--- src/inc/uepd_pkg.sv ---
package uepd_pkg;
  localparam int unsigned CLK_HZ = 20000000;
  localparam int unsigned RESUME_SE0_NS = 1344;
  localparam int unsigned RESUME_CYC = (RESUME_SE0_NS * (CLK_HZ / 1000000) + 999) / 1000;
  localparam logic [5:0] RESUME_CYC_W = 6'(RESUME_CYC);
  localparam logic [5:0] RESUME_TOL = 6'h08;
  localparam int unsigned PKT_BYTES = 64;
  localparam logic [6:0] PKT_MAX = 7'h40;
  localparam int unsigned NUM_EP = 3;
  localparam int unsigned NUM_CH = 2;
  localparam logic [7:0] ADR_EP_STAT0 = 8'h00;
  localparam logic [7:0] ADR_EP_STAT1 = 8'h04;
  localparam logic [7:0] ADR_EP_STAT2 = 8'h08;
  localparam logic [7:0] ADR_IRQ_STAT2 = 8'h0c;
  localparam logic [7:0] ADR_DMA_CON0 = 8'h10;
  localparam logic [7:0] ADR_DMA_CON1 = 8'h14;
  localparam logic [7:0] ADR_EP_CFG = 8'h18;
  localparam logic [7:0] ADR_FIFO0 = 8'h20;
  localparam logic [7:0] ADR_FIFO1 = 8'h24;
  localparam logic [7:0] ADR_FIFO2 = 8'h28;
  localparam int unsigned BIT_RX_RDY = 0;
  localparam int unsigned BIT_TX_RDY = 1;
  localparam int unsigned BIT_AWAKE = 0;
  localparam int unsigned BIT_DMA_EN = 0;
  localparam int unsigned BIT_DMA_SINGLE = 1;
  localparam int unsigned BIT_DMA_WIDE = 2;
  localparam int unsigned BIT_DMA_EP_LO = 3;
  localparam int unsigned BIT_DMA_EP_HI = 4;
  localparam int unsigned BIT_EP2_BULK = 0;
  typedef enum logic [1:0] {
    UEPD_LINE_SE0 = 2'b00,
    UEPD_LINE_J = 2'b10,
    UEPD_LINE_K = 2'b01,
    UEPD_LINE_SE1 = 2'b11
  } uepd_line_e;
  typedef enum logic [1:0] {
    UEPD_PWR_RUN = 2'b00,
    UEPD_PWR_DOWN = 2'b01,
    UEPD_PWR_WAKE = 2'b10
  } uepd_pwr_e;
endpackage

--- src/uepd_pingpong.sv ---
`timescale 1ns/1ps
// Two-layer 64-byte packet buffer, fixed A/B alternation.
module uepd_pingpong (
  input wire logic clk_i,
  input wire logic rst_i,
  input wire logic dir_tx_i,
  input wire logic usb_wr_i,
  input wire logic [7:0] usb_data_i,
  input wire logic usb_eop_i,
  input wire logic usb_err_i,
  input wire logic usb_rd_i,
  input wire logic usb_ack_i,
  input wire logic usb_nak_i,
  input wire logic cpu_wr_i,
  input wire logic cpu_rd_i,
  input wire logic [7:0] cpu_data_i,
  input wire logic rx_clear_i,
  input wire logic tx_commit_i,
  output logic [7:0] cpu_data_o,
  output logic [7:0] usb_data_o,
  output logic usb_pkt_avail_o,
  output logic [6:0] usb_len_o,
  output logic rx_ready_o,
  output logic tx_ready_o,
  output logic irq_o,
  output logic cpu_room_o
);
  logic [7:0] mem [2][uepd_pkg::PKT_BYTES];
  logic [1:0] full;
  logic [6:0] len [2];
  logic fill_sel;
  logic drain_sel;
  logic [6:0] wptr;
  logic [6:0] rptr;
  logic wr_en;
  logic rd_en;
  logic [7:0] wr_byte;

  assign wr_en = dir_tx_i ? (cpu_wr_i && !full[fill_sel]) : (usb_wr_i && !full[fill_sel]);
  assign rd_en = dir_tx_i ? (usb_rd_i && full[drain_sel]) : (cpu_rd_i && full[drain_sel]);
  assign wr_byte = dir_tx_i ? cpu_data_i : usb_data_i;

  always_ff @(posedge clk_i) begin
    if (wr_en && wptr < uepd_pkg::PKT_MAX) begin
      mem[fill_sel][wptr[5:0]] <= wr_byte;
    end
  end

  // Fill side: layer A then B then A, so packets leave in arrival order
  always_ff @(posedge clk_i) begin
    if (rst_i) begin
      wptr <= 7'h00;
      fill_sel <= 1'b0;
    end else if (!dir_tx_i && usb_err_i) begin
      wptr <= 7'h00; // Errored packet dropped silently
    end else if ((dir_tx_i ? tx_commit_i : usb_eop_i) && !full[fill_sel]) begin
      wptr <= 7'h00;
      fill_sel <= !fill_sel;
    end else if (wr_en && wptr < uepd_pkg::PKT_MAX) begin
      wptr <= wptr + 7'h01;
    end
  end

  // Drain side; tx keeps the layer until ACK so a retry resends it
  always_ff @(posedge clk_i) begin
    if (rst_i) begin
      rptr <= 7'h00;
      drain_sel <= 1'b0;
    end else if (dir_tx_i && usb_nak_i) begin
      rptr <= 7'h00;
    end else if (dir_tx_i ? (usb_ack_i && full[drain_sel])
                 : (rx_clear_i && full[drain_sel])) begin
      rptr <= 7'h00;
      drain_sel <= !drain_sel;
    end else if (rd_en && rptr < len[drain_sel]) begin
      rptr <= rptr + 7'h01;
    end
  end

  // Clear frees the read layer; ready and irq stay up while the other layer is full
  always_ff @(posedge clk_i) begin
    if (rst_i) begin
      full <= 2'b00;
      len[0] <= 7'h00;
      len[1] <= 7'h00;
    end else begin
      if ((dir_tx_i ? tx_commit_i : (usb_eop_i && !usb_err_i)) && !full[fill_sel]) begin
        full[fill_sel] <= 1'b1;
        len[fill_sel] <= wptr;
      end
      if (dir_tx_i ? (usb_ack_i && full[drain_sel])
          : (rx_clear_i && full[drain_sel])) begin
        full[drain_sel] <= 1'b0;
      end
    end
  end

  always_ff @(posedge clk_i) begin
    if (rst_i) begin
      cpu_data_o <= 8'h00;
      usb_data_o <= 8'h00;
      rx_ready_o <= 1'b0;
      tx_ready_o <= 1'b0;
      irq_o <= 1'b0;
      cpu_room_o <= 1'b0;
      usb_pkt_avail_o <= 1'b0;
      usb_len_o <= 7'h00;
    end else begin
      cpu_data_o <= mem[drain_sel][rptr[5:0]];
      usb_data_o <= mem[drain_sel][rptr[5:0]];
      usb_len_o <= len[drain_sel];
      usb_pkt_avail_o <= dir_tx_i && full[drain_sel];
      rx_ready_o <= !dir_tx_i && (full != 2'b00);
      tx_ready_o <= dir_tx_i && (full == 2'b11);
      irq_o <= dir_tx_i ? (full != 2'b11) : (full != 2'b00);
      // Receive room ends with the last byte so a demand request can drop
      cpu_room_o <= dir_tx_i ? !full[fill_sel] : (full[drain_sel] && rptr < len[drain_sel]);
    end
  end
endmodule

--- src/uepd_top.sv ---
`timescale 1ns/1ps
// Function
// - Raise awake flag on resume: SE0 of about 1344 ns right after K.
// - Awake flag holds until software writes one to its status bit.
// - DMA is 8 or 16 bits wide on bulk endpoints.
// - 8-bit DMA uses low byte lanes; 16-bit on channel 0 copies the byte to the high output lane.
// - Two independent DMA channels, each demand or single mode.
// - Demand mode holds request low until the whole packet moved.
// - Single mode drops request after each byte or word unit.
// - Suspend stops the oscillator and enters power-down.
// - Resume restarts the oscillator and leaves power-down.
// - Endpoints 1 and 2 have two 64-byte layers.
// - Endpoint 4 in bulk mode also has two 64-byte layers.
// - Full received packet with end-of-packet sets receive ready and irq.
// - Next received packet goes into layer B.
// - Clear with layer B incomplete drops ready and irq.
// - Clear with layer B complete frees layer A and moves reads to B; ready and irq stay.
// - Transmit both empty: ready clear, irq asserted.
// - Transmit both layers ready: ready set, irq released.
// - No ACK keeps the packet and resends it on the next IN.
// - Receive errors give no interrupt and no handshake.
module uepd_top (
  input wire logic clk_i,
  input wire logic rst_i,
  input wire logic [7:0] wb_adr_i,
  input wire logic [31:0] wb_dat_i,
  input wire logic [3:0] wb_sel_i,
  input wire logic wb_we_i,
  input wire logic wb_cyc_i,
  input wire logic wb_stb_i,
  output logic [31:0] wb_dat_o,
  output logic wb_ack_o,
  input wire logic [1:0] usb_line_i,
  input wire logic suspend_det_i,
  input wire logic [2:0] usb_ep_i,
  input wire logic usb_wr_i,
  input wire logic [7:0] usb_data_i,
  input wire logic usb_eop_i,
  input wire logic usb_err_i,
  input wire logic usb_rd_i,
  input wire logic usb_ack_i,
  input wire logic usb_nak_i,
  output logic [7:0] usb_data_o,
  output logic usb_pkt_avail_o,
  output logic [6:0] usb_len_o,
  output logic usb_handshake_ok_o,
  input wire logic [1:0] dma_ack_n_i,
  input wire logic dma_rd_i,
  input wire logic dma_wr_i,
  input wire logic [7:0] bus_high_byte_i,
  input wire logic [7:0] muxed_bus_low_byte_i,
  output logic [7:0] bus_high_byte_o,
  output logic [7:0] muxed_bus_low_byte_o,
  output logic bus_oe_n_o,
  output logic [1:0] dma_request_n_o,
  output logic host_cpu_irq_o,
  output logic awake_o,
  output logic osc_run_o,
  output logic power_down_o
);
  localparam int unsigned NE = uepd_pkg::NUM_EP;
  localparam int unsigned NC = uepd_pkg::NUM_CH;

  function automatic logic [1:0] ep_of(input logic [7:0] adr);
    ep_of = adr[3:2];
  endfunction

  logic [1:0] line_s1;
  logic [1:0] line_s2;
  logic susp_s1;
  logic susp_s2;
  logic [1:0] ack_s1;
  logic [1:0] ack_s2;
  logic [5:0] se0_cnt;
  logic prev_k;
  logic awake;
  logic ep2_bulk;
  logic [5:0] dma_con [NC];
  logic bus_req;
  logic wb_wr;
  logic wb_rd;
  uepd_pkg::uepd_pwr_e pwr;
  logic [NE-1:0] ep_rx_clr;
  logic [NE-1:0] ep_tx_commit;
  logic [NE-1:0] ep_cpu_wr;
  logic [NE-1:0] ep_cpu_rd;
  logic [NE-1:0] ep_usb_wr;
  logic [NE-1:0] ep_usb_rd;
  logic [NE-1:0] ep_usb_ack;
  logic [NE-1:0] ep_usb_nak;
  logic [NE-1:0] ep_usb_eop;
  logic [NE-1:0] ep_rx_rdy;
  logic [NE-1:0] ep_tx_rdy;
  logic [NE-1:0] ep_irq;
  logic [NE-1:0] ep_room;
  logic [NE-1:0] ep_pkt;
  logic [NE-1:0] ep_dir_tx;
  logic [7:0] ep_cpu_q [NE];
  logic [7:0] ep_usb_q [NE];
  logic [6:0] ep_len [NE];
  logic [7:0] cpu_byte [NE];
  logic [NE-1:0] ep_dir;
  logic [NC-1:0] dma_unit;
  logic [NC-1:0] dma_busy;

  // Link pins come from outside the clock domain
  always_ff @(posedge clk_i) begin
    if (rst_i) begin
      line_s1 <= 2'b10;
      line_s2 <= 2'b10;
      susp_s1 <= 1'b0;
      susp_s2 <= 1'b0;
      ack_s1 <= 2'b11;
      ack_s2 <= 2'b11;
    end else begin
      line_s1 <= usb_line_i;
      line_s2 <= line_s1;
      susp_s1 <= suspend_det_i;
      susp_s2 <= susp_s1;
      ack_s1 <= dma_ack_n_i;
      ack_s2 <= ack_s1;
    end
  end

  assign bus_req = wb_cyc_i && wb_stb_i && !wb_ack_o;
  assign wb_wr = bus_req && wb_we_i && wb_sel_i[0];
  assign wb_rd = bus_req && !wb_we_i;

  // Resume: SE0 measured after K, accepted near the nominal length
  always_ff @(posedge clk_i) begin
    if (rst_i) begin
      se0_cnt <= 6'h00;
      prev_k <= 1'b0;
      awake <= 1'b0;
    end else begin
      if (line_s2 == uepd_pkg::UEPD_LINE_K) begin
        prev_k <= 1'b1;
      end else if (line_s2 != uepd_pkg::UEPD_LINE_SE0) begin
        prev_k <= 1'b0;
      end
      if (line_s2 == uepd_pkg::UEPD_LINE_SE0 && prev_k) begin
        if (se0_cnt != 6'h3f) begin
          se0_cnt <= se0_cnt + 6'h01;
        end
      end else begin
        se0_cnt <= 6'h00;
      end
      // Set wins over a clear in the same cycle
      if (line_s2 != uepd_pkg::UEPD_LINE_SE0 && prev_k
          && se0_cnt >= uepd_pkg::RESUME_CYC_W - uepd_pkg::RESUME_TOL
          && se0_cnt <= uepd_pkg::RESUME_CYC_W + uepd_pkg::RESUME_TOL) begin
        awake <= 1'b1;
      end else if (wb_wr && wb_adr_i == uepd_pkg::ADR_IRQ_STAT2
                   && wb_dat_i[uepd_pkg::BIT_AWAKE]) begin
        awake <= 1'b0;
      end
    end
  end

  // Oscillator gate; clock itself assumed kept alive by the pad cell
  always_ff @(posedge clk_i) begin
    if (rst_i) begin
      pwr <= uepd_pkg::UEPD_PWR_RUN;
    end else begin
      unique case (pwr)
        uepd_pkg::UEPD_PWR_RUN: if (susp_s2) pwr <= uepd_pkg::UEPD_PWR_DOWN;
        uepd_pkg::UEPD_PWR_DOWN: if (awake) pwr <= uepd_pkg::UEPD_PWR_WAKE;
        uepd_pkg::UEPD_PWR_WAKE: if (!susp_s2) pwr <= uepd_pkg::UEPD_PWR_RUN;
        default: pwr <= uepd_pkg::UEPD_PWR_RUN;
      endcase
    end
  end

  always_ff @(posedge clk_i) begin
    if (rst_i) begin
      ep2_bulk <= 1'b1;
      ep_dir <= '0;
      dma_con[0] <= 6'h00;
      dma_con[1] <= 6'h00;
    end else if (wb_wr) begin
      if (wb_adr_i == uepd_pkg::ADR_EP_CFG) begin
        ep2_bulk <= wb_dat_i[uepd_pkg::BIT_EP2_BULK];
        ep_dir <= wb_dat_i[4+NE-1:4];
      end
      if (wb_adr_i == uepd_pkg::ADR_DMA_CON0) dma_con[0] <= wb_dat_i[5:0];
      if (wb_adr_i == uepd_pkg::ADR_DMA_CON1) dma_con[1] <= wb_dat_i[5:0];
    end
  end

  // Endpoints 1, 2 and bulk endpoint 4 as slots 0..2
  genvar g;
  generate
    for (g = 0; g < NE; g++) begin : g_ep
      logic [1:0] ch_hit;
      logic dma_this;
      logic [NC-1:0] ch_match;
      for (genvar c = 0; c < NC; c++) begin : g_m
        assign ch_match[c] = dma_con[c][uepd_pkg::BIT_DMA_EN]
          && dma_con[c][uepd_pkg::BIT_DMA_EP_HI:uepd_pkg::BIT_DMA_EP_LO] == 2'(g)
          && !ack_s2[c];
      end
      assign dma_this = |ch_match;
      assign ch_hit = 2'(g);
      assign ep_dir_tx[g] = ep_dir[g];
      assign ep_rx_clr[g] = wb_wr && wb_adr_i == 8'(g * 4)
                            && wb_dat_i[uepd_pkg::BIT_RX_RDY];
      assign ep_tx_commit[g] = wb_wr && wb_adr_i == 8'(g * 4)
                               && wb_dat_i[uepd_pkg::BIT_TX_RDY];
      assign ep_cpu_wr[g] = (wb_wr && wb_adr_i == uepd_pkg::ADR_FIFO0 + 8'(g * 4))
                            || (dma_this && dma_wr_i);
      assign ep_cpu_rd[g] = (wb_rd && wb_adr_i == uepd_pkg::ADR_FIFO0 + 8'(g * 4))
                            || (dma_this && dma_rd_i);
      assign cpu_byte[g] = dma_this ? muxed_bus_low_byte_i : wb_dat_i[7:0];
      assign ep_usb_wr[g] = usb_wr_i && usb_ep_i == 3'(ch_hit);
      assign ep_usb_rd[g] = usb_rd_i && usb_ep_i == 3'(ch_hit);
      assign ep_usb_ack[g] = usb_ack_i && usb_ep_i == 3'(ch_hit);
      assign ep_usb_nak[g] = usb_nak_i && usb_ep_i == 3'(ch_hit);
      assign ep_usb_eop[g] = usb_eop_i && usb_ep_i == 3'(ch_hit)
                             && (g != 2 || ep2_bulk);
      uepd_pingpong u_buf (
        .clk_i(clk_i),
        .rst_i(rst_i),
        .dir_tx_i(ep_dir_tx[g]),
        .usb_wr_i(ep_usb_wr[g]),
        .usb_data_i(usb_data_i),
        .usb_eop_i(ep_usb_eop[g]),
        .usb_err_i(usb_err_i && usb_ep_i == 3'(ch_hit)),
        .usb_rd_i(ep_usb_rd[g]),
        .usb_ack_i(ep_usb_ack[g]),
        .usb_nak_i(ep_usb_nak[g]),
        .cpu_wr_i(ep_cpu_wr[g]),
        .cpu_rd_i(ep_cpu_rd[g]),
        .cpu_data_i(cpu_byte[g]),
        .rx_clear_i(ep_rx_clr[g]),
        .tx_commit_i(ep_tx_commit[g]),
        .cpu_data_o(ep_cpu_q[g]),
        .usb_data_o(ep_usb_q[g]),
        .usb_pkt_avail_o(ep_pkt[g]),
        .usb_len_o(ep_len[g]),
        .rx_ready_o(ep_rx_rdy[g]),
        .tx_ready_o(ep_tx_rdy[g]),
        .irq_o(ep_irq[g]),
        .cpu_room_o(ep_room[g])
      );
    end
  endgenerate

  // DMA request per channel; demand holds, single drops per unit
  generate
    for (g = 0; g < NC; g++) begin : g_dma
      assign dma_busy[g] = dma_con[g][uepd_pkg::BIT_DMA_EN]
        && ep_room[dma_con[g][uepd_pkg::BIT_DMA_EP_HI:uepd_pkg::BIT_DMA_EP_LO]];
      assign dma_unit[g] = !ack_s2[g] && (dma_rd_i || dma_wr_i);
      always_ff @(posedge clk_i) begin
        if (rst_i) begin
          dma_request_n_o[g] <= 1'b1;
        end else if (!dma_busy[g]) begin
          dma_request_n_o[g] <= 1'b1;
        end else if (dma_con[g][uepd_pkg::BIT_DMA_SINGLE] && dma_unit[g]) begin
          dma_request_n_o[g] <= 1'b1;
        end else begin
          dma_request_n_o[g] <= 1'b0;
        end
      end
    end
  endgenerate

  always_ff @(posedge clk_i) begin
    if (rst_i) begin
      wb_ack_o <= 1'b0;
      wb_dat_o <= 32'h0000_0000;
    end else begin
      wb_ack_o <= bus_req;
      wb_dat_o <= 32'h0000_0000;
      unique case (wb_adr_i)
        uepd_pkg::ADR_EP_STAT0, uepd_pkg::ADR_EP_STAT1, uepd_pkg::ADR_EP_STAT2:
          wb_dat_o <= {30'h0, ep_tx_rdy[ep_of(wb_adr_i)], ep_rx_rdy[ep_of(wb_adr_i)]};
        uepd_pkg::ADR_IRQ_STAT2: wb_dat_o <= {31'h0, awake};
        uepd_pkg::ADR_DMA_CON0: wb_dat_o <= {26'h0, dma_con[0]};
        uepd_pkg::ADR_DMA_CON1: wb_dat_o <= {26'h0, dma_con[1]};
        uepd_pkg::ADR_EP_CFG: wb_dat_o <= {25'h0, ep_dir, 3'h0, ep2_bulk};
        uepd_pkg::ADR_FIFO0, uepd_pkg::ADR_FIFO1, uepd_pkg::ADR_FIFO2:
          wb_dat_o <= {24'h0, ep_cpu_q[ep_of(wb_adr_i) - 2'h0]};
        default: wb_dat_o <= 32'h0000_0000;
      endcase
    end
  end

  logic [1:0] usb_slot;
  assign usb_slot = usb_ep_i[1:0] < 2'(NE) ? usb_ep_i[1:0] : 2'h0;

  always_ff @(posedge clk_i) begin
    if (rst_i) begin
      usb_data_o <= 8'h00;
      usb_pkt_avail_o <= 1'b0;
      usb_len_o <= 7'h00;
      usb_handshake_ok_o <= 1'b0;
      host_cpu_irq_o <= 1'b0;
      awake_o <= 1'b0;
      osc_run_o <= 1'b1;
      power_down_o <= 1'b0;
      bus_high_byte_o <= 8'h00;
      muxed_bus_low_byte_o <= 8'h00;
      bus_oe_n_o <= 1'b1;
    end else begin
      usb_data_o <= ep_usb_q[usb_slot];
      usb_pkt_avail_o <= ep_pkt[usb_slot];
      usb_len_o <= ep_len[usb_slot];
      usb_handshake_ok_o <= usb_eop_i && !usb_err_i;
      host_cpu_irq_o <= (|ep_irq) || awake;
      awake_o <= awake;
      osc_run_o <= pwr != uepd_pkg::UEPD_PWR_DOWN;
      power_down_o <= pwr == uepd_pkg::UEPD_PWR_DOWN;
      muxed_bus_low_byte_o <= ep_cpu_q[usb_slot];
      bus_high_byte_o <= dma_con[0][uepd_pkg::BIT_DMA_WIDE] ? ep_cpu_q[usb_slot] : 8'h00;
      bus_oe_n_o <= !(dma_rd_i && (ack_s2 != 2'b11));
    end
  end

  chk_awake_hold: assert property (@(posedge clk_i) disable iff (rst_i)
    awake && !(wb_wr && wb_adr_i == uepd_pkg::ADR_IRQ_STAT2) |=> awake)
    else $error("awake flag dropped without write");
  chk_pwr_down: assert property (@(posedge clk_i) disable iff (rst_i)
    pwr == uepd_pkg::UEPD_PWR_RUN && susp_s2 |=> pwr == uepd_pkg::UEPD_PWR_DOWN ##1 !osc_run_o)
    else $error("suspend did not stop oscillator");
  chk_pwr_wake: assert property (@(posedge clk_i) disable iff (rst_i)
    pwr == uepd_pkg::UEPD_PWR_DOWN && awake |=> pwr == uepd_pkg::UEPD_PWR_WAKE)
    else $error("resume did not restart");
  chk_dma_idle: assert property (@(posedge clk_i) disable iff (rst_i)
    !dma_busy[0] |=> dma_request_n_o[0])
    else $error("request without packet");
  chk_dma_single: assert property (@(posedge clk_i) disable iff (rst_i)
    dma_con[1][uepd_pkg::BIT_DMA_SINGLE] && dma_unit[1] |=> dma_request_n_o[1])
    else $error("single mode kept request");
  chk_irq_follow: assert property (@(posedge clk_i) disable iff (rst_i)
    awake |=> host_cpu_irq_o)
    else $error("irq missing for awake");
  chk_wb_ack: assert property (@(posedge clk_i) disable iff (rst_i)
    bus_req |=> wb_ack_o ##1 !wb_ack_o)
    else $error("bus ack timing wrong");
  chk_hs_err: assert property (@(posedge clk_i) disable iff (rst_i)
    usb_err_i |=> !usb_handshake_ok_o)
    else $error("handshake on error");
endmodule

--- config.mk ---
export PLATFORM = sky130hd
export DESIGN_NAME = uepd_top
export DESIGN_NICKNAME = d
export VERILOG_FILES = /design/src/inc/uepd_pkg.sv /design/src/uepd_pingpong.sv /design/src/uepd_top.sv
export SDC_FILE = /design/constraint.sdc
export NUM_CORES = 2
export LEC_CHECK = 0
export ABC_CLOCK_PERIOD_IN_PS = 8700
export BUFFER_PORTS_ARGS = -buffer_cell sky130_fd_sc_hd__buf_2
export CORE_MARGIN = 3
export CORE_UTILIZATION = 40
export CTS_CLUSTER_DIAMETER = 120
export DETAILED_ROUTE_END_ITERATION = 7
export HOLD_SLACK_MARGIN = 0.08
export SYNTH_ARGS = -nofsm -noshare
export SYNTH_HDL_FRONTEND = slang
export SYNTH_HIERARCHICAL = 1
export SYNTH_SLANG_ARGS = --single-unit
--- constraint.sdc ---
create_clock -name clk_i -period 8.7 [get_ports clk_i]
set_input_delay 1.74 -clock clk_i [delete_from_list [all_inputs] [get_ports clk_i]]
set_output_delay 1.74 -clock clk_i [all_outputs]
set_load 0.01 [all_outputs]
# After elaboration in Yosys (flattened, before gate mapping)
# Memories as Yosys holds them, arrays and structs flattened. A register that Yosys moved wholly into a read port is not among the register bits.
# Cells that the tools add are included.
op_classes:
  order_cmp: 36
  n_reduce_logical: 199
  n_eq_ne: 30
  n_mux: 154
  n_bitwise: 29
  n_addsub: 7
op_table:
  columns: ["op", "count"]
  rows:
  - ["512-bit two-way mux", 3]
  - ["8-bit two-way mux", 19]
  - ["8-bit binary-select mux with 6-bit select", 3]
  - ["8-bit demux with 6-bit select", 3]
  - ["1-bit logical AND", 131]
  - ["1-bit two-way mux", 90]
  - ["8-bit one-hot mux with 6 select lines", 1]
  - ["7-bit by 1-bit adder with 7-bit output, second input constant", 6]
  - ["7-bit >= comparator, second input constant", 6]
  - ["6-bit NOT with 7-bit output", 6]
  - ["7-bit two-way mux", 5]
  - ["8-bit binary-select mux with 2-bit select", 2]
  - ["3-bit OR reduction", 9]
  - ["2-bit two-way mux", 13]
  - ["8-bit by 5-bit equality test with 1-bit output, second input constant", 3]
  - ["8-bit by 6-bit equality test with 1-bit output, second input constant", 3]
  - ["1-bit logical NOT", 21]
  - ["7-bit by 1-bit < comparator with 1-bit output, second input constant", 3]
  - ["7-bit < comparator", 3]
  - ["7-bit < comparator, second input constant", 3]
  - ["7-bit OR reduction", 3]
  - ["8-bit by 4-bit equality test with 1-bit output, second input constant", 2]
  - ["7-bit binary-select mux with 2-bit select", 1]
  - ["2-bit != test, second input constant", 7]
  - ["other kinds (33)", 109]
word_totals:
  ramBits: 3126
  input_bits: 89
  regBits: 203
  n_memories: 7
memory_table:
  columns: ["memory", "depth", "width", "read_ports", "rd_ports_with_merged_regs", "wr", "line", "text"]
  rows:
  - ["g_ep[0].u_buf.mem", 2, 512, 1, 1, 1, "uepd_pingpong.sv:28", "logic [7:0] mem [2][uepd_pkg::PKT_BYTES];"]
  - ["g_ep[1].u_buf.mem", 2, 512, 1, 1, 1, "uepd_pingpong.sv:28", null]
  - ["g_ep[2].u_buf.mem", 2, 512, 1, 1, 1, "uepd_pingpong.sv:28", null]
  - ["g_ep[0].u_buf.len", 2, 7, 1, 1, 2, "uepd_pingpong.sv:30", "logic [6:0] len [2];"]
  - ["g_ep[1].u_buf.len", 2, 7, 1, 1, 2, "uepd_pingpong.sv:30", null]
  - ["g_ep[2].u_buf.len", 2, 7, 1, 1, 2, "uepd_pingpong.sv:30", null]
  - ["+1 memories", null, null, null, null, null, null, null]

# Longest topological paths before layout
logic_depth:
  ltp_word: 13
  ltp_mapped: 15

# Modules after synthesis
# Netlist, hierarchy kept.
modules_own_cells:
  columns: ["mod", "instances", "area_per_inst_um2", "cells_per_inst", "seq_area_each_um2"]
  rows:
  - ["uepd_pingpong (g_ep[1].u_buf)", 1, 42250.5, 2156, 31950.6]
  - ["uepd_pingpong (g_ep[2].u_buf)", 1, 42032.8, 2151, 31950.6]
  - ["uepd_pingpong (g_ep[0].u_buf)", 1, 41985.3, 2121, 31950.6]
  - ["uepd_top", 1, 4653.2, 476, 1821.7]

# Least setup slack after synthesis
# No wires, ideal clock.
synth_timing:
  path_kind: "input -> register"
  startpoint: "in wb_adr_i[2]"
  endpoint: "mem g_ep[0].u_buf/mem[1][416] in the netlist's numbering, enable pin"
  path_buffers: 3
  setup_slack_ns: 4.132
  required_time_ns: 8.330
  setup_ns: 0.370
  t_arrival_ns: 4.198
  cell_stages: 11
  cell_sequence: "buf_4 > buf_2 > nor3_1 > nand2_1 > o32ai_1 > mux2i_1 > nor3b_4 > nor2b_1 > nand3_1 > clkbuf_1 > nor2_1"
synth_via:
  elab_chain_cells: 8
synth_rtl:
  columns: ["element", "line", "text"]
  rows:
  - ["from (decl)", "uepd_top.sv:25", "input wire logic [7:0] wb_adr_i,"]
  - ["8-bit by 6-bit equality test with 1-bit output", "uepd_top.sv:209", "assign ep_cpu_wr[g] = (wb_wr && wb_adr_i == uepd_pkg::ADR_FIFO0 + 8'(g * 4))"]
  - ["1-bit logical AND", "uepd_top.sv:209", null]
  - ["1-bit logical OR", "uepd_top.sv:210", "|| (dma_this && dma_wr_i);"]
  - ["named net ep_cpu_wr[0]", "uepd_top.sv:85", "logic [NE-1:0] ep_cpu_wr;"]
  - ["1-bit logical AND", "uepd_pingpong.sv:39", "assign wr_en = dir_tx_i ? (cpu_wr_i && !full[fill_sel]) : (usb_wr_i && !full[fill_sel]);"]
  - ["1-bit two-way mux", "uepd_pingpong.sv:39", null]
  - ["1-bit logical AND", "uepd_pingpong.sv:44", "if (wr_en && wptr < uepd_pkg::PKT_MAX) begin"]
  - ["1-bit two-way mux", "uepd_pingpong.sv:44", null]
  - ["512-bit two-way mux (implied by the code)", "uepd_pingpong.sv:45", "mem[fill_sel][wptr[5:0]] <= wr_byte;"]
  - ["to (decl)", "uepd_pingpong.sv:28", null]
# The timed path passes the listed nets, and every way through them passes these cells.

# Final worst setup path
layout_timing:
  startpoint: "in wb_adr_i[3]"
  endpoint: "mem g_ep[2].u_buf/mem[1][163] in the netlist's numbering, enable pin"
layout_via:
  elab_chain_cells: 8
layout_rtl:
  columns: ["element", "line"]
  rows:
  - ["8-bit by 6-bit equality test with 1-bit output", "uepd_top.sv:209"]
  - ["1-bit logical AND", "uepd_top.sv:209"]
  - ["1-bit logical OR", "uepd_top.sv:210"]
  - ["named net ep_cpu_wr[2]", "uepd_top.sv:85"]
  - ["1-bit logical AND", "uepd_pingpong.sv:39"]
  - ["1-bit two-way mux", "uepd_pingpong.sv:39"]
  - ["1-bit logical AND", "uepd_pingpong.sv:44"]
  - ["1-bit two-way mux", "uepd_pingpong.sv:44"]
  - ["512-bit two-way mux (implied by the code)", "uepd_pingpong.sv:45"]
  - ["to (decl)", "uepd_pingpong.sv:28"]
# The timed path passes the listed nets, and every way through them passes these cells.

==> results.yml <==
status:
  status: "complete, no violations"
floorplanning:
  num_rows: 209
  dieArea_um2: 334000
  core-area_um2: 325000
  die_h_um: 578
  die_x_um: 578
  start_util: 0.403
  pin_count: 162
logic_synthesis:
  synthXorXnorAreaFrac: 0.00161
  ys_seq_area_frac: 0.746
  yosys_warnings: 6
  muxShareOfSynthArea: 0.143
  netlist_instances: 6904
  synth_flop_cell: "edfxtp_1"
  syn_area_um2: 131000
  synth-edff-count: 3126
  synth_top_area_cell: "edfxtp_1"
  synth-compound-area-share: 0.0461
  postSynthAreaPerCell_um2: 19.0
  synth.distinct_cells: 92
  synth_seq_cells: 3316
  synth.top_cell.area_share: 0.717
  synth_simple_gate_area_share: 0.0393
  async_reset_ff_frac: 0
  synthTopCellsByArea: "edfxtp_1, mux4_2, mux2i_1"
  synth_fa_ha_area_frac: 0.00239
  synth_top_family_by_area: "multiplexers"
critical_path:
  crit_path_end_kind: "flop"
  path_class: "in -> reg"
  critPathSlowestCell: "nor2_1"
  cpMostUsedCell: "nor2b_1"
  crit_path_cell_trace: "buf_2 > nor2b_1 > nand2_1 > o32ai_1 > mux2i_1 > nor3b_4 > nor2b_1 > nand3_2 > nor2_1"
  cp_max_fo: 16
  r2r-end: "g_ep[0].u_buf/usb_data_o[7]"
  worst-path-buf-inv: 1
  critPathTopFamily: "simple AND/OR/NAND/NOR gates"
  r2r_slack_ns: 3.84
  worstRegToRegCells: 8
  required_ns: 9.25
  r2r_start: "g_ep[0].u_buf/rptr[1]"
  cp.arrival_ns: 5.99
  startpoint_type: "input pin"
  critPathMaxStageDelay_ns: 0.93
layout:
  fin_cells: 11715
  fin_util: 0.452
  fin_nets: 7166
  fill_cells: 27321
  final_cell_mix: "edfxtp_1, mux4_2, nor2_1, mux2i_1, clkbuf_16"
  drive_gt1_frac: 0.199
  synthToLayoutAreaGrowth_pct: 12.2
  final_common_cell: "edfxtp_1"
clock_tree:
  clk_pin_slew_ns: 0.06
  root_buffer: "clkbuf_16"
  tritoncts: "yes"
  cts_hold_buf: 0
  clock_path_buffers: 4
  clkSinkCount: 3316
  postCtsSetupBuffers: 0
  numCtsBuffers: 343
  htree_levels: 5
  cts_resized: 0
  clk_latency_ns: 0.95
global_route:
  grt_pass1_vias: 66388
  grt_usage: 0.196
  antenna_found_initial: 54
  grt_overflow: 0
  grt_pass1_wl_um: 479000
  grt_max_degree: 129
drt:
  avgRoutedWirePerCell_um: 28.5
  drtIter0Drc: 7861
  top_layer: "met4"
  drtAntennaViolNets: 0
  drt-total-wl_um: 334000
  avgViaCountPerCell: 5.74
  drc_errors: 0
  wl_met1_um: 139000
  wl_met2_um: 162000
  vias: 67189
  wl_met3_um: 23300
  dr.pass1.iters: 6
power:
  leakage_nw: 43.8
  peakVddDrop_uv: 161
  p_total_mw: 32.6
  power_density_nw_per_um2: 222
timing:
  period_needed_ns: 5.44
  rsz0062_at_grt: "no"
  setup_tns_ns: 0
  tightest_slew_ns: 1.37
  finalWorstSetupSlack_ns: 3.26
  hold_viol_final: 0
  max_slew_margin: 0.0883
  setup_viol: 0
  skew_ns: 0.0771
  fmax_ghz: 0.184
  fin_crit_sh: 0.626
  report.final.slew_viol_count: 0
worst_hold_path:
  hold_depth: 1
  worstHoldEndpoint: "line_s2[1]"
  hold_path_class: "reg -> reg"
  hold_start: "line_s1[1]"
place:
  dp_cells: 11032
  port_buffers: 102
  dpl.hpwl_um: 208000
  place_ws_ns: 2.37
  gp_congestion: 0.850
run:
  drv_cap: 0
final cells by class:
type	count	area, µm²	share of cell area
multi-input combinational	3144	30700	0.209
tap	4325	5410	0.0368
sequential	3316	97700	0.665
antenna	56	140	0.000954
clock inverter	187	2060	0.0140
inverter	19	71.3	0.000485
timing repair buffer	228	1570	0.0107
clock buffer	440	9230	0.0628
registers in the layout, summed over array words and instances, names as in the netlist, 6 cells and up, named ones only:
signal and count:
g_ep.u_buf/rptr 21, g_ep.u_buf/mem 3072, g_ep.u_buf/usb_len_o 21, g_ep.u_buf/len 42, g_ep.u_buf/wptr 21, usb_len_o 7, g_ep.u_buf/full 6, muxed_bus_low_byte_o 8
g_ep.u_buf/usb_data_o 24, bus_high_byte_o 8, se0_cnt 6, wb_dat_o 8, dma_con 12, usb_data_o 8
worst max-delay path by stage:
| stage | cells after the start | endpoint | from | slack (ns) |
|---|---|---|---|---|
| floorplan | 11 | g_ep[0].u_buf/mem[1][416] | wb_adr_i[2] | 4.13 |
| global placement | 9 | g_ep[2].u_buf/mem[1][99] | wb_adr_i[3] | 2.41 |
| detailed placement | 9 | g_ep[1].u_buf/mem[1][349] | usb_ep_i[0] | 2.37 |
| CTS | 9 | g_ep[1].u_buf/mem[1][345] | usb_ep_i[0] | 3.36 |
| global route | 9 | g_ep[1].u_buf/mem[1][348] | usb_ep_i[0] | 3.02 |
| finish | 9 | g_ep[2].u_buf/mem[1][163] | wb_adr_i[3] | 3.26 |
per-layer routing:
| layer | track usage | up-vias |
|---|---|---|
| met1 | 0.275 | 35500 |
| li1 | - | 28427 |
| met2 | 0.311 | 2759 |
| met3 | 0.0288 | 503 |
| met4 | 0.0734 | 0 |
| met5 | 0 | - |
through the flow:
| stage | cell area, µm² | hold WS [ns] |
|---|---|---|
| 2_1_floorplan | 131000 | 0.389 |
| 3_3_place_gp | 135000 | 0.406 |
| 3_5_place_dp | 135000 | 0.399 |
| 4_1_cts | 147000 | 0.417 |
| 5_1_grt | 147000 | 0.425 |
| 6_report | 147000 | 0.415 |
where the power goes:
group          total [mW]  internal [mW]  switching (mW)  leakage (nW)
Sequential           17.5           17.5          0.0256          29.7
Combinational       0.496         0.0841           0.411          8.57
Clock                14.7           8.55            6.11          5.48
logic make-up (layout without fill, tap and decap cells):
family / count (synthesis) / count (layout)
and+or+nand+nor: 1078 / 1078
DFF: 3316 / 3316
muxes: 1145 / 1145
other: 1 / 80
adders and majority gates: 25 / 25
buffers and inverters: 467 / 874
xor gates and xnor gates: 24 / 24
AOI/OAI and AO/OA: 848 / 848
cell usage after synthesis (all sizes together) (71+ instances only):
cell    number
a21oi      176
edfxtp    3126
mux4       574
dfxtp      190
a22oi      228
clkbuf     173
buf        275
mux2        71
nor2b       75
mux2i      500
a211oi     123
and2        86
nand2      156
nor2       519
Power figures use the tool's default switching activity.
